`src/uepcs_defines.vh`:
```
// Constants for the endpoint control and status block
`ifndef UEPCS_DEFINES_VH
`define UEPCS_DEFINES_VH

// Register placement
`define UEPCS_CSR_BASE 8'h20
`define UEPCS_CSR_STRIDE 8'h04
`define UEPCS_EP_FIRST 1
`define UEPCS_EP_LAST 4

// Field positions
`define UEPCS_B_OUT_STALL 21
`define UEPCS_B_OUT_DISCARD 20
`define UEPCS_B_OUT_ERR 19
`define UEPCS_B_OUT_OVER 18
`define UEPCS_B_OCC_HI 17
`define UEPCS_B_OCC_LO 16
`define UEPCS_B_OUT_READY 16
`define UEPCS_B_IN_AUTO 15
`define UEPCS_B_IN_ISO 14
`define UEPCS_B_DIR_IN 13
`define UEPCS_B_DMA_EN 12
`define UEPCS_B_DMA_MARK 11
`define UEPCS_B_OUT_AUTOCLR 9
`define UEPCS_B_OUT_ISO 8
`define UEPCS_B_SIZE_GUARD 7
`define UEPCS_B_MAX_PACKET_SIZE_HI 3
`define UEPCS_B_MAX_PACKET_SIZE_LO 0

// Reset values
`define UEPCS_RST_DIR_IN 1'b1
`define UEPCS_RST_MAX_PACKET_SIZE 4'h1
`define UEPCS_RST_BIT 1'b0

// Occupancy codes
`define UEPCS_OCC_EMPTY 2'h0
`define UEPCS_OCC_ONE 2'h1
`define UEPCS_OCC_FULL 2'h3

// Packet slot counts
`define UEPCS_CNT_ZERO 2'h0
`define UEPCS_CNT_ONE 2'h1
`define UEPCS_CNT_TWO 2'h2

// Size field scaling: multiples of eight bytes
`define UEPCS_MAX_PACKET_SIZE_ZERO 4'h0
`define UEPCS_MAX_PACKET_SIZE_SHIFT 3
`define UEPCS_BYTE_ONE 7'h01
`define UEPCS_BYTE_ZERO 7'h00

`endif

```
`src/uepcs_pkt_track.v`:
```
// Two-slot tracker of received OUT packets with per-packet error and size marks
`timescale 1ns/10ps
module uepcs_pkt_track
(
  input wire clk,
  input wire rst_n,
  input wire push,
  input wire push_err,
  input wire push_big,
  input wire pop,
  output wire [1:0] occupancy,
  output wire head_err,
  output wire ready,
  output wire full
);
`include "uepcs_defines.vh"

  reg [1:0] cnt_q;
  reg [1:0] cnt_d;
  reg err0_q;
  reg err0_d;
  reg err1_q;
  reg err1_d;
  reg big0_q;
  reg big0_d;
  reg big1_q;
  reg big1_d;

  // Head slot is always the packet due for unload; later errors wait behind it
  always @*
  begin
    cnt_d = cnt_q;
    err0_d = err0_q;
    err1_d = err1_q;
    big0_d = big0_q;
    big1_d = big1_q;
    if (pop && cnt_q != `UEPCS_CNT_ZERO)
    begin
      err0_d = err1_q;
      big0_d = big1_q;
      err1_d = `UEPCS_RST_BIT;
      big1_d = `UEPCS_RST_BIT;
      cnt_d = cnt_q - `UEPCS_CNT_ONE;
    end
    if (push)
    begin
      if (cnt_d == `UEPCS_CNT_ZERO)
      begin
        err0_d = push_err;
        big0_d = push_big;
      end
      else
      begin
        err1_d = push_err;
        big1_d = push_big;
      end
      cnt_d = cnt_d + `UEPCS_CNT_ONE;
    end
  end

  always @(posedge clk)
  begin
    if (!rst_n)
    begin
      cnt_q <= `UEPCS_CNT_ZERO;
      err0_q <= `UEPCS_RST_BIT;
      err1_q <= `UEPCS_RST_BIT;
      big0_q <= `UEPCS_RST_BIT;
      big1_q <= `UEPCS_RST_BIT;
    end
    else
    begin
      cnt_q <= cnt_d;
      err0_q <= err0_d;
      err1_q <= err1_d;
      big0_q <= big0_d;
      big1_q <= big1_d;
    end
  end

  assign full = (cnt_q == `UEPCS_CNT_TWO) || (cnt_q == `UEPCS_CNT_ONE && big0_q);
  assign ready = (cnt_q != `UEPCS_CNT_ZERO);
  assign head_err = ready & err0_q;
  assign occupancy = full ? `UEPCS_OCC_FULL : (ready ? `UEPCS_OCC_ONE : `UEPCS_OCC_EMPTY);

endmodule

```
`src/uepcs_auto_count.v`:
```
// Byte counter that signals when a full maximum-size IN packet has been loaded
`timescale 1ns/10ps
module uepcs_auto_count
(
  input wire clk,
  input wire rst_n,
  input wire enable,
  input wire hold_clr,
  input wire byte_wr,
  input wire [3:0] max_packet_size,
  output reg hit
);
`include "uepcs_defines.vh"

  reg [6:0] count_q;
  wire [6:0] target;
  wire [3:0] units;

  // A code of zero also means eight bytes
  assign units = (max_packet_size == `UEPCS_MAX_PACKET_SIZE_ZERO) ? `UEPCS_RST_MAX_PACKET_SIZE : max_packet_size;
  assign target = {units, 3'h0};

  always @(posedge clk)
  begin
    if (!rst_n)
    begin
      count_q <= `UEPCS_BYTE_ZERO;
      hit <= `UEPCS_RST_BIT;
    end
    else
    begin
      hit <= `UEPCS_RST_BIT;
      if (!enable || hold_clr)
        count_q <= `UEPCS_BYTE_ZERO;
      else if (byte_wr)
      begin
        if (count_q + `UEPCS_BYTE_ONE == target)
        begin
          count_q <= `UEPCS_BYTE_ZERO;
          hit <= 1'b1;
        end
        else
          count_q <= count_q + `UEPCS_BYTE_ONE;
      end
    end
  end

endmodule

```
`src/uepcs_top.v`:
```
// Control and status register logic for one numbered USB function endpoint
`timescale 1ns/10ps
module uepcs_top
#(
  parameter EP_NUM = 1
)
(
  input wire SYS_CLK,
  input wire RESET_N,
  input wire [7:0] REG_ADDR,
  input wire [31:0] REG_WDATA,
  input wire REG_WR,
  input wire REG_RD,
  output reg [31:0] REG_RDATA,
  input wire SIE_OUT_DONE,
  input wire SIE_OUT_BAD,
  input wire SIE_OUT_BIG,
  input wire FIFO_IN_WR,
  input wire FIFO_OUT_LAST,
  input wire IN_PKT_READY,
  output reg STALL_OUT,
  output reg OUT_FULL,
  output reg FIFO_DISCARD,
  output reg IN_SET_READY,
  output reg DIR_IN,
  output reg TYPE_ISO,
  output reg DMA_SELECT,
  output reg DMA_MARK,
  output reg [3:0] MAX_PKT
);
`include "uepcs_defines.vh"

  localparam integer CSR_ADDR_I = `UEPCS_CSR_BASE + EP_NUM * `UEPCS_CSR_STRIDE;
  localparam [7:0] CSR_ADDR = CSR_ADDR_I[7:0];

  reg out_stall_q;
  reg in_auto_q;
  reg in_iso_q;
  reg dir_in_q;
  reg dma_en_q;
  reg dma_mark_q;
  reg out_autoclr_q;
  reg out_iso_q;
  reg [3:0] max_packet_size_q;
  reg overrun_q;
  reg [31:0] rdata_d;
  wire wr_hit;
  wire rd_hit;
  wire out_dir;
  wire trk_ready;
  wire trk_full;
  wire trk_err;
  wire [1:0] trk_occ;
  wire pkt_push;
  wire pkt_drop;
  wire clr_by_write;
  wire discard_req;
  wire pkt_pop;
  wire auto_hit;

  assign wr_hit = REG_WR && (REG_ADDR == CSR_ADDR);
  assign rd_hit = REG_RD && (REG_ADDR == CSR_ADDR);
  assign out_dir = ~dir_in_q;

  // Received packet is stored unless both slots are taken or the single held packet is big, dropped otherwise
  assign pkt_push = SIE_OUT_DONE & out_dir & ~trk_full;
  assign pkt_drop = SIE_OUT_DONE & out_dir & trk_full;
  // Write of zero to packet-ready releases the head packet
  assign clr_by_write = wr_hit & out_dir & trk_ready & ~REG_WDATA[`UEPCS_B_OUT_READY];
  assign discard_req = wr_hit & out_dir & trk_ready & REG_WDATA[`UEPCS_B_OUT_DISCARD];
  assign pkt_pop = clr_by_write | discard_req |
                   (out_autoclr_q & out_dir & trk_ready & FIFO_OUT_LAST);

  uepcs_pkt_track u_track
  (
    .clk(SYS_CLK),
    .rst_n(RESET_N),
    .push(pkt_push),
    .push_err(SIE_OUT_BAD),
    .push_big(SIE_OUT_BIG),
    .pop(pkt_pop),
    .occupancy(trk_occ),
    .head_err(trk_err),
    .ready(trk_ready),
    .full(trk_full)
  );

  uepcs_auto_count u_auto
  (
    .clk(SYS_CLK),
    .rst_n(RESET_N),
    .enable(in_auto_q & dir_in_q),
    .hold_clr(IN_PKT_READY),
    .byte_wr(FIFO_IN_WR),
    .max_packet_size(max_packet_size_q),
    .hit(auto_hit)
  );

  // Software writable configuration
  always @(posedge SYS_CLK)
  begin
    if (!RESET_N)
    begin
      out_stall_q <= `UEPCS_RST_BIT;
      in_auto_q <= `UEPCS_RST_BIT;
      in_iso_q <= `UEPCS_RST_BIT;
      dir_in_q <= `UEPCS_RST_DIR_IN;
      dma_en_q <= `UEPCS_RST_BIT;
      dma_mark_q <= `UEPCS_RST_BIT;
      out_autoclr_q <= `UEPCS_RST_BIT;
      out_iso_q <= `UEPCS_RST_BIT;
      max_packet_size_q <= `UEPCS_RST_MAX_PACKET_SIZE;
    end
    else if (wr_hit)
    begin
      in_auto_q <= REG_WDATA[`UEPCS_B_IN_AUTO];
      in_iso_q <= REG_WDATA[`UEPCS_B_IN_ISO];
      dir_in_q <= REG_WDATA[`UEPCS_B_DIR_IN];
      dma_en_q <= REG_WDATA[`UEPCS_B_DMA_EN];
      dma_mark_q <= REG_WDATA[`UEPCS_B_DMA_MARK];
      if (out_dir)
      begin
        out_stall_q <= REG_WDATA[`UEPCS_B_OUT_STALL];
        out_autoclr_q <= REG_WDATA[`UEPCS_B_OUT_AUTOCLR];
        out_iso_q <= REG_WDATA[`UEPCS_B_OUT_ISO];
      end
      if (REG_WDATA[`UEPCS_B_SIZE_GUARD])
        max_packet_size_q <= REG_WDATA[`UEPCS_B_MAX_PACKET_SIZE_HI:`UEPCS_B_MAX_PACKET_SIZE_LO];
    end
  end

  // Overrun: a new drop wins over the release of the head packet
  always @(posedge SYS_CLK)
  begin
    if (!RESET_N)
      overrun_q <= `UEPCS_RST_BIT;
    else if (pkt_drop & out_iso_q)
      overrun_q <= 1'b1;
    else if (pkt_pop | dir_in_q)
      overrun_q <= `UEPCS_RST_BIT;
  end

  // Read word assembly; OUT fields read zero in IN direction
  always @*
  begin
    rdata_d = 32'h0000_0000;
    if (out_dir)
    begin
      rdata_d[`UEPCS_B_OUT_STALL] = out_stall_q;
      rdata_d[`UEPCS_B_OUT_ERR] = trk_err & out_iso_q;
      rdata_d[`UEPCS_B_OUT_OVER] = overrun_q;
      rdata_d[`UEPCS_B_OCC_HI:`UEPCS_B_OCC_LO] = trk_occ;
      rdata_d[`UEPCS_B_OUT_AUTOCLR] = out_autoclr_q;
      rdata_d[`UEPCS_B_OUT_ISO] = out_iso_q;
    end
    rdata_d[`UEPCS_B_IN_AUTO] = in_auto_q;
    rdata_d[`UEPCS_B_IN_ISO] = in_iso_q;
    rdata_d[`UEPCS_B_DIR_IN] = dir_in_q;
    rdata_d[`UEPCS_B_DMA_EN] = dma_en_q;
    rdata_d[`UEPCS_B_DMA_MARK] = dma_mark_q;
    rdata_d[`UEPCS_B_MAX_PACKET_SIZE_HI:`UEPCS_B_MAX_PACKET_SIZE_LO] = max_packet_size_q;
  end

  // Registered outputs
  always @(posedge SYS_CLK)
  begin
    if (!RESET_N)
    begin
      REG_RDATA <= 32'h0000_0000;
      STALL_OUT <= `UEPCS_RST_BIT;
      OUT_FULL <= `UEPCS_RST_BIT;
      FIFO_DISCARD <= `UEPCS_RST_BIT;
      IN_SET_READY <= `UEPCS_RST_BIT;
      DIR_IN <= `UEPCS_RST_DIR_IN;
      TYPE_ISO <= `UEPCS_RST_BIT;
      DMA_SELECT <= `UEPCS_RST_BIT;
      DMA_MARK <= `UEPCS_RST_BIT;
      MAX_PKT <= `UEPCS_RST_MAX_PACKET_SIZE;
    end
    else
    begin
      REG_RDATA <= rd_hit ? rdata_d : 32'h0000_0000;
      STALL_OUT <= out_stall_q & out_dir;
      OUT_FULL <= trk_full & out_dir;
      FIFO_DISCARD <= discard_req;
      IN_SET_READY <= auto_hit & ~IN_PKT_READY;
      DIR_IN <= dir_in_q;
      TYPE_ISO <= dir_in_q ? in_iso_q : out_iso_q;
      DMA_SELECT <= dma_en_q;
      DMA_MARK <= dma_mark_q;
      MAX_PKT <= max_packet_size_q;
    end
  end

endmodule

```
`config.mk`:
```
export PLATFORM = sky130hd
export DESIGN_NAME = uepcs_top
export DESIGN_NICKNAME = d
export VERILOG_FILES = /design/src/uepcs_pkt_track.v /design/src/uepcs_auto_count.v /design/src/uepcs_top.v
export VERILOG_INCLUDE_DIRS = /design/src /design/src/src
export SDC_FILE = /design/constraint.sdc
export NUM_CORES = 1
export LEC_CHECK = 0
export BUFFER_PORTS_ARGS = -buffer_cell sky130_fd_sc_hd__buf_4
export CORE_ASPECT_RATIO = 1.25
export CORE_MARGIN = 1
export CORE_UTILIZATION = 45
export CTS_BUF_LIST = sky130_fd_sc_hd__clkbuf_2
export CTS_CLUSTER_DIAMETER = 200
export DETAILED_ROUTE_END_ITERATION = 10
export GPL_ROUTABILITY_DRIVEN = 0
export GPL_TIMING_DRIVEN = 1
export PLACE_DENSITY = 0.86
export SKIP_CTS_REPAIR_TIMING = 1
export SYNTH_ARGS = -nofsm -noshare
export SYNTH_HDL_FRONTEND = slang
export SYNTH_SLANG_ARGS = --single-unit
export TNS_END_PERCENT = 100
```
`constraint.sdc`:
```
create_clock -name SYS_CLK -period 2.06 [get_ports SYS_CLK]
set_input_delay 0.103 -clock SYS_CLK [delete_from_list [all_inputs] [get_ports SYS_CLK]]
set_output_delay 0.103 -clock SYS_CLK [all_outputs]
set_load 0.02 [all_outputs]
```
==> summary.md, run 1 <==
| Metric | Value |
|---|---|
| CTS clk-pin slew, worst paths | 0.29 ns |
| CTS Sinks | 55 |
| Layout area overhead | 42.86% |
| Synth Area in XOR/XNOR | slightly below 3% |
| RSZ-0062 raised after global routing | yes |
| Layout filler cell count | between 300 and 400 |
| Place WS | -0.1050 ns |
| Kind of critical path | reg2reg |
| Yosys Warn Count | 0 |
| Tmin final | 2.147 ns |
| Crit path launch type | flop |
| Starting DRT DRC Count | approximately 140 |
| PnR worst setup slack | -0.08716 ns |
| Leakage | about 1.4 nW |
| Arr. time, crit path | 2.57 ns |
| Pin count of the biggest net entering global routing | 19 |
| Violations in the final reports | negative setup slack |
| Placed cell areas | 0.002884 mm^2 |
| Main synth FF type | dfxtp_1 |
| FF+latch count, synth | 55 |
| Nets | approximately 400 |
| Average size of a mapped cell | 9.448 um^2 |
| Worst-case clock buffer depth | 2 |
| Global-route wire length before repair | 7.610 mm |
| Final wirelength | between 6 and 7 mm |
| Cell area after synthesis | 0.002315 mm^2 |
| Final period utilization | 104.2% |
| EDFF count, synth | 0 |
| Seq/Total Area, Yosys | a little under half |
| Share of layout cells above drive strength 1 | 31.88% |
| Worst hold path type | in2reg |
| Initial antenna violation count | 0 |
| Reg2reg setup slack | -0.09 ns |
| Total of max-cap violations | 0 |
| DPL Wire Length | about 3.6 mm |
| Maximum clock frequency | 465.7 MHz |
| Area of the die | around 0.0054 mm^2 |
| Vias per inst | 5.235 |
| Final hold vios | 0 |
| CTS tree | done |
| Root Driver | clkbuf_2 |
| Ports | 94 |
| Status | complete, but fails checks |
| Simple-Gate Fraction of Synth Area | 23.78% |
| Post-synthesis mux area share | 3.297% |
| Total global routing track utilization | 18.71% |
| Total power | 1.792 mW |
| Vias in the first global route | 1,737 |
| Num CTS Buffers | 5 |
| Routed len/inst | 15.35 um |
| Adder-Cell Fraction of Synth Area | 3.784% |
| Core Area | around 0.0048 mm^2 |
| IR drop worst, VDD | 254.5 uV |
| Clk_skew | 0.02345 ns |
| H-tree levels | 2 |
| First drt pass iteration count | 4 |
| Detail Route Antenna Nets | 0 |
| Grt total ovfl | 0 |
| Largest family of logic cells by synthesized area | simple AND/OR/NAND/NOR gates |
| Die Span X | 66.15 um |
| Placed Cells | 367 |
| Number of port buffers | 60 |
| CP Max Fanout | 3 |
| Die Ht | 82.19 um |
| Core Rows | 28 |
| Setup TNS | -0.2178 ns |
| Finished Cell Area | 0.003307 mm^2 |
| Final std cells w/o fill | 405 |
| N_diodes | 0 |
| Cells after synthesis | around 250 |
| Clock Latency Late Sink | 0.48 ns |
| Unique masters post-synth | 40 |
| Vias | roughly 2,100 |
| Power Dens Cells | 541.7 mW/mm^2 |
| Post-synthesis compound-gate area fraction | 10.43% |
| Count of final setup violators | 4 |
| Share of flip-flops with an asynchronous set or reset | 0% |
| CP required | 2.49 ns |
| Max-slew violation count | 0 |
| Crit end category | flop |
| Initial Util | 47.88% |
| DRC viols | 0 |
cell usage after synthesis (2+ instances only):
library cell	number	area, um^2
nand2b_1	5	31.28
and3_1	5	31.28
nor2_1	15	56.30
nor4b_2	2	30.03
a21oi_1	14	70.07
xnor2_1	5	43.79
nand2_1	21	78.83
o21ai_0	14	70.07
nor3_1	4	20.02
a211oi_1	4	30.03
ha_1	7	87.58
and2_2	2	15.01
dfxtp_1	55	1101
nand3_1	14	70.07
buf_4	17	127.6
inv_1	6	22.52
or3b_2	2	17.52
clkbuf_1	8	30.03
nand3b_1	4	30.03
mux2i_1	5	50.05
and2_1	17	106.4
through the flow:
stage               util [%]  hold slack (ns)
floorplan                  -           0.1761
global placement       59.65           0.3295
detailed placement     59.65           0.3200
CTS                    61.15          -0.1638
global route           68.40          0.03937
finish                 68.40          0.02913
where the power goes:
group / internal [mW] / switching [mW]
logic: 0.0712 / 0.0689
clock network: 0.212 / 0.370
registers: 1.07 / 0.000362
area by class of cell:
| type | instances | area [um^2] | share of cell area, % |
|---|---|---|---|
| repair buffers | 103 | 850.8 | 25.73 |
| well taps | 60 | 75.07 | 2.270 |
| inverters | 6 | 25.02 | 0.7567 |
| clock buffers | 5 | 25.02 | 0.7567 |
| clock inverters | 3 | 47.55 | 1.438 |
| flip-flops and latches | 55 | 1106 | 33.45 |
| multi-input cells | 173 | 1177 | 35.60 |
layout by cell type, fill, tap and decap left out, drive strengths merged, types with 5 or more instances in the layout:
master        n
a21oi        14
and2         19
and3          5
buf          75
clkbuf        5
conb         16
dfxtp        55
dlygate4sd3  28
ha            7
inv           7
mux2i         5
nand2        21
nand2b        5
nand3        14
nor2         15
o21ai        14
xnor2         6
layer usage:
layer / up-vias / part of all wire [%] / track usage [%]
li1: 994 / - / -
met1: 1009 / 38 / 20.10
met2: 98 / 53 / 35.10
met3: 19 / 5.8 / 3.709
met4: 0 / 2.8 / 8.085
met5: - / 0 / 0
registers in the layout, summed over array words and instances (netlist names), 2 cells and up:
signal and flops:
max_packet_size_q 4, u_track.cnt_q 2, MAX_PKT 4, REG_RDATA 16
u_auto.count_q 7
logic make-up after synthesis:
group | after synthesis
adders and majority gates | 7
DFF | 55
buffers and inverters | 32
xor gates and xnor gates | 7
and+or+nand+nor | 99
muxes | 7
other | 1
AOI/OAI and AO/OA | 37
final timing paths:
check	startpoint	end	cells past startpoint
hold reg to reg	u_auto.hit	IN_SET_READY	1
setup reg to reg	u_track.cnt_q[1]	u_track.err1_q	10
setup / recovery	u_track.cnt_q[1]	u_track.err1_q	10
hold / removal	REG_RD	REG_RDATA[16]	3
worst max-delay path: stages, from the launching register on:
cell	delay [ns]
dfxtp_2	0.40
inv_2	0.07
ha_4	0.15
nor2_4	0.04
a21boi_2	0.15
a32o_2	0.30
mux2_4	0.26
ha_4	0.15
nor2_4	0.04
or3b_4	0.38
a21oi_2	0.15
No activity file was read; power rests on OpenSTA's default activity.
==> inputs of run 2 (changes only) <==
CORE_UTILIZATION = 46   (was 45)
SYNTH_HIERARCHICAL = 1   (was default)
==> summary.md, run 2 <==
| Metric | Value |
|---|---|
| Status | completed |
| Maximum clock frequency | 495.2 MHz |
| DRC viols | 0 |
| Root Driver | clkbuf_2 |
| Num CTS Buffers | 5 |
| Nets | 414 |
| Crit path max-delay cell type | dfxtp_2 |
| Final period utilization | 98.03% |
| WHS | 0.02694 ns |
| Total of max-cap violations | 0 |
| CTS clk-pin slew, worst paths | 0.25 ns |
| Final wirelength | between 6 and 7 mm |
| Total global routing track utilization | 19.35% |
| Max-Slew Margin vs Limit | 62.36% |
| Tmin final | 2.019 ns |
| IR drop worst, VDD | roughly 250 uV |
| Core Rows | 30 |
| Kind of critical path | reg2reg |
| Top reg by flops | REG_RDATA |
| Core Area | ~0.0054 mm^2 |
| Routed len/inst | 14.39 um |
| Seq/Total Area, Yosys | 43.05% |
| Arr. time, crit path | 2.37 ns |
| Share of layout cells above drive strength 1 | 34.82% |
| Initial antenna violation count | 0 |
| Ports | between 90 and 100 |
| Crit path launch type | flop |
| Pin count of the biggest net entering global routing | 25 |
| Cell area after synthesis | roughly 0.0026 mm^2 |
| Delay-heaviest family, CP | simple AND/OR/NAND/NOR gates |
| Leakage | 1.473 nW |
| Starting DRT DRC Count | 104 |
| DPL Wire Length | around 4.1 mm |
| Final hold vios | 0 |
| Crit-path max cell delay | ~0.4 ns |
| Layout area overhead | 35.96% |
| Synth top cells by count | 55 x dfxtp_1, 32 x nand2_1, 17 x buf_4 |
| CTS Sinks | 55 |
| CP Max Fanout | 6 |
| Global-route wire length before repair | around 8.5 mm |
| First drt pass iteration count | 4 |
| Vias per inst | 5.076 |
| Worst Max-Slew Pin Slew | 0.5599 ns |
| Average size of a mapped cell | between 9 and 10 um^2 |
| Vias in the first global route | 1,963 |
| Synth area leaders | dfxtp_1 43%, mux2i_1 5.1%, buf_4 5.0% |
| RSZ-0062 raised after global routing | yes |
| Yosys Warn Count | 6 |
| Crit end category | flop |
| Unique masters post-synth | 54 |
| Max reg flops | 16 |
| Post-layout util | 64.33% |
| Clock Latency Late Sink | 0.42 ns |
| Max-slew violation count | 0 |
| Count of final setup violators | 0 |
| Grt total ovfl | 0 |
| H-tree levels | 2 |
| Biggest area consumer among synthesized cells | dfxtp_1 |
| Main synth FF type | dfxtp_1 |
| Most frequent cells in the layout | 81 x buf_4, 53 x dfxtp_1, 31 x nand2_1 |
| Detail Route Antenna Nets | 0 |
| CTS tree | done |
| N_diodes | 0 |
| Worst Path Buf+Inv | 2 |
| Largest regs | REG_RDATA x16, u_auto/count_q x7 |
| Die Span X | between 60 and 70 um |
| Die Ht | 85.37 um |
| Worst hold path type | in2reg |
| Number of port buffers | 60 |
| CP required | 2.41 ns |
| Vias | 2,147 |
| EDFF count, synth | 0 |
| Power Dens Cells | 468.7 mW/mm^2 |
| Initial Util | 47.31% |
| Cell Chain, Critical Path | inv_4 > ha_4 > inv_4 > nand2b_4 > nor2_4 > a2bb2o_4 > nor2b_4 > o21ai_2 > ha_4 > nor2b_4 > nor2_2 > a22oi_1 > nor2b_1 |
| Share of flip-flops with an asynchronous set or reset | 0% |
| Most common cell in the netlist | dfxtp_1 |
| Worst-case clock buffer depth | 2 |
| Area of the die | 0.005864 mm^2 |
| Post-synth top area share | roughly 43% |
| Cells after synthesis | roughly 260 |
| Clk_skew | 0.005938 ns |
| FF+latch count, synth | 55 |
| Leading cell type in the layout, fill and taps excluded | buf_4 |
[run 2: changes by cell type after synthesis, moves of 5 or more]
cell	previous run	this run
o21ai_0	14	1
nand3_1	14	1
nor2b_1	1	8
mux2i_1	5	13
a21oi_1	14	7
inv_1	6	13
nand2_1	21	32
nor3b_2	0	6
clkbuf_1	8	3
nor2_1	15	6
[run 2: report_power, final]
group          total (mW)  switching, mW  internal [mW]
Sequential           1.07       0.000189           1.07
Clock               0.412          0.325         0.0865
Combinational       0.149         0.0719         0.0774
[run 2: worst register-to-register path: cells and delay by family (launching register included)]
| family | cells | cell delay, ns |
|---|---|---|
| AND/OR/NAND/NOR | 6 | 0.69 |
| AO/OA/AOI/OAI | 3 | 0.42 |
| flip-flops | 1 | 0.41 |
| adder cells (fa/ha/maj) | 2 | 0.33 |
| buffers and inverters | 2 | 0.11 |
[run 2: final cells by class]
class	count	area (um^2)
fillers	400	1928
multi-input cells	180	1369
clock buffers	6	30.03
flip-flops and latches	55	1104
inverters	13	53.80
well taps	64	80.08
repair buffers	103	828.3
clock inverters	2	12.51
[run 2: worst paths after layout]
check,start,endpoint,slack (ns),cells after the start
worst min register to register,dma_en_q,DMA_SELECT,0.47,2
worst max register to register,u_track/cnt_q[1],u_track/big1_q,0.04,13
worst max-delay path,u_track/cnt_q[1],u_track/big1_q,0.04,13
worst min-delay path,REG_WDATA[20],FIFO_DISCARD,0.03,4
[run 2: per-layer routing]
layer	up-vias	wire (um)	GRT usage, %
met5	-	0	0
met2	75	3336	35.12
met4	0	204	11.32
met3	19	327	3.629
li1	1029	-	-
met1	1024	2216	19.65
[run 2: cell families after synthesis]
kind of cell / Yosys count / share of synthesized area (%)
other cells: 1 / 0.1466
simple gates: 104 / 25.64
compound gates: 32 / 9.735
xor+xnor: 8 / 4.012
buf+inv: 38 / 8.953
fa+ha+maj: 6 / 2.935
mux: 14 / 5.528
flops: 55 / 43.05
[run 2: per-stage QoR]
step | cell area, um^2 | setup slack, ns | TNS (ns) | power, mW | std cells
6_report | 3477 | 0.04059 | 0 | 1.630 | 423
5_1_grt | 3477 | -0.05467 | -0.08904 | 1.690 | 423
3_5_place_dp | 3149 | -0.1446 | -0.3837 | 1.205 | 391
4_1_cts | 3192 | -0.09749 | -0.2970 | 1.607 | 399
2_1_floorplan | 2656 | -0.2177 | -0.5198 | 1.168 | 273
3_3_place_gp | 3149 | -0.09214 | -0.1918 | 1.202 | 391
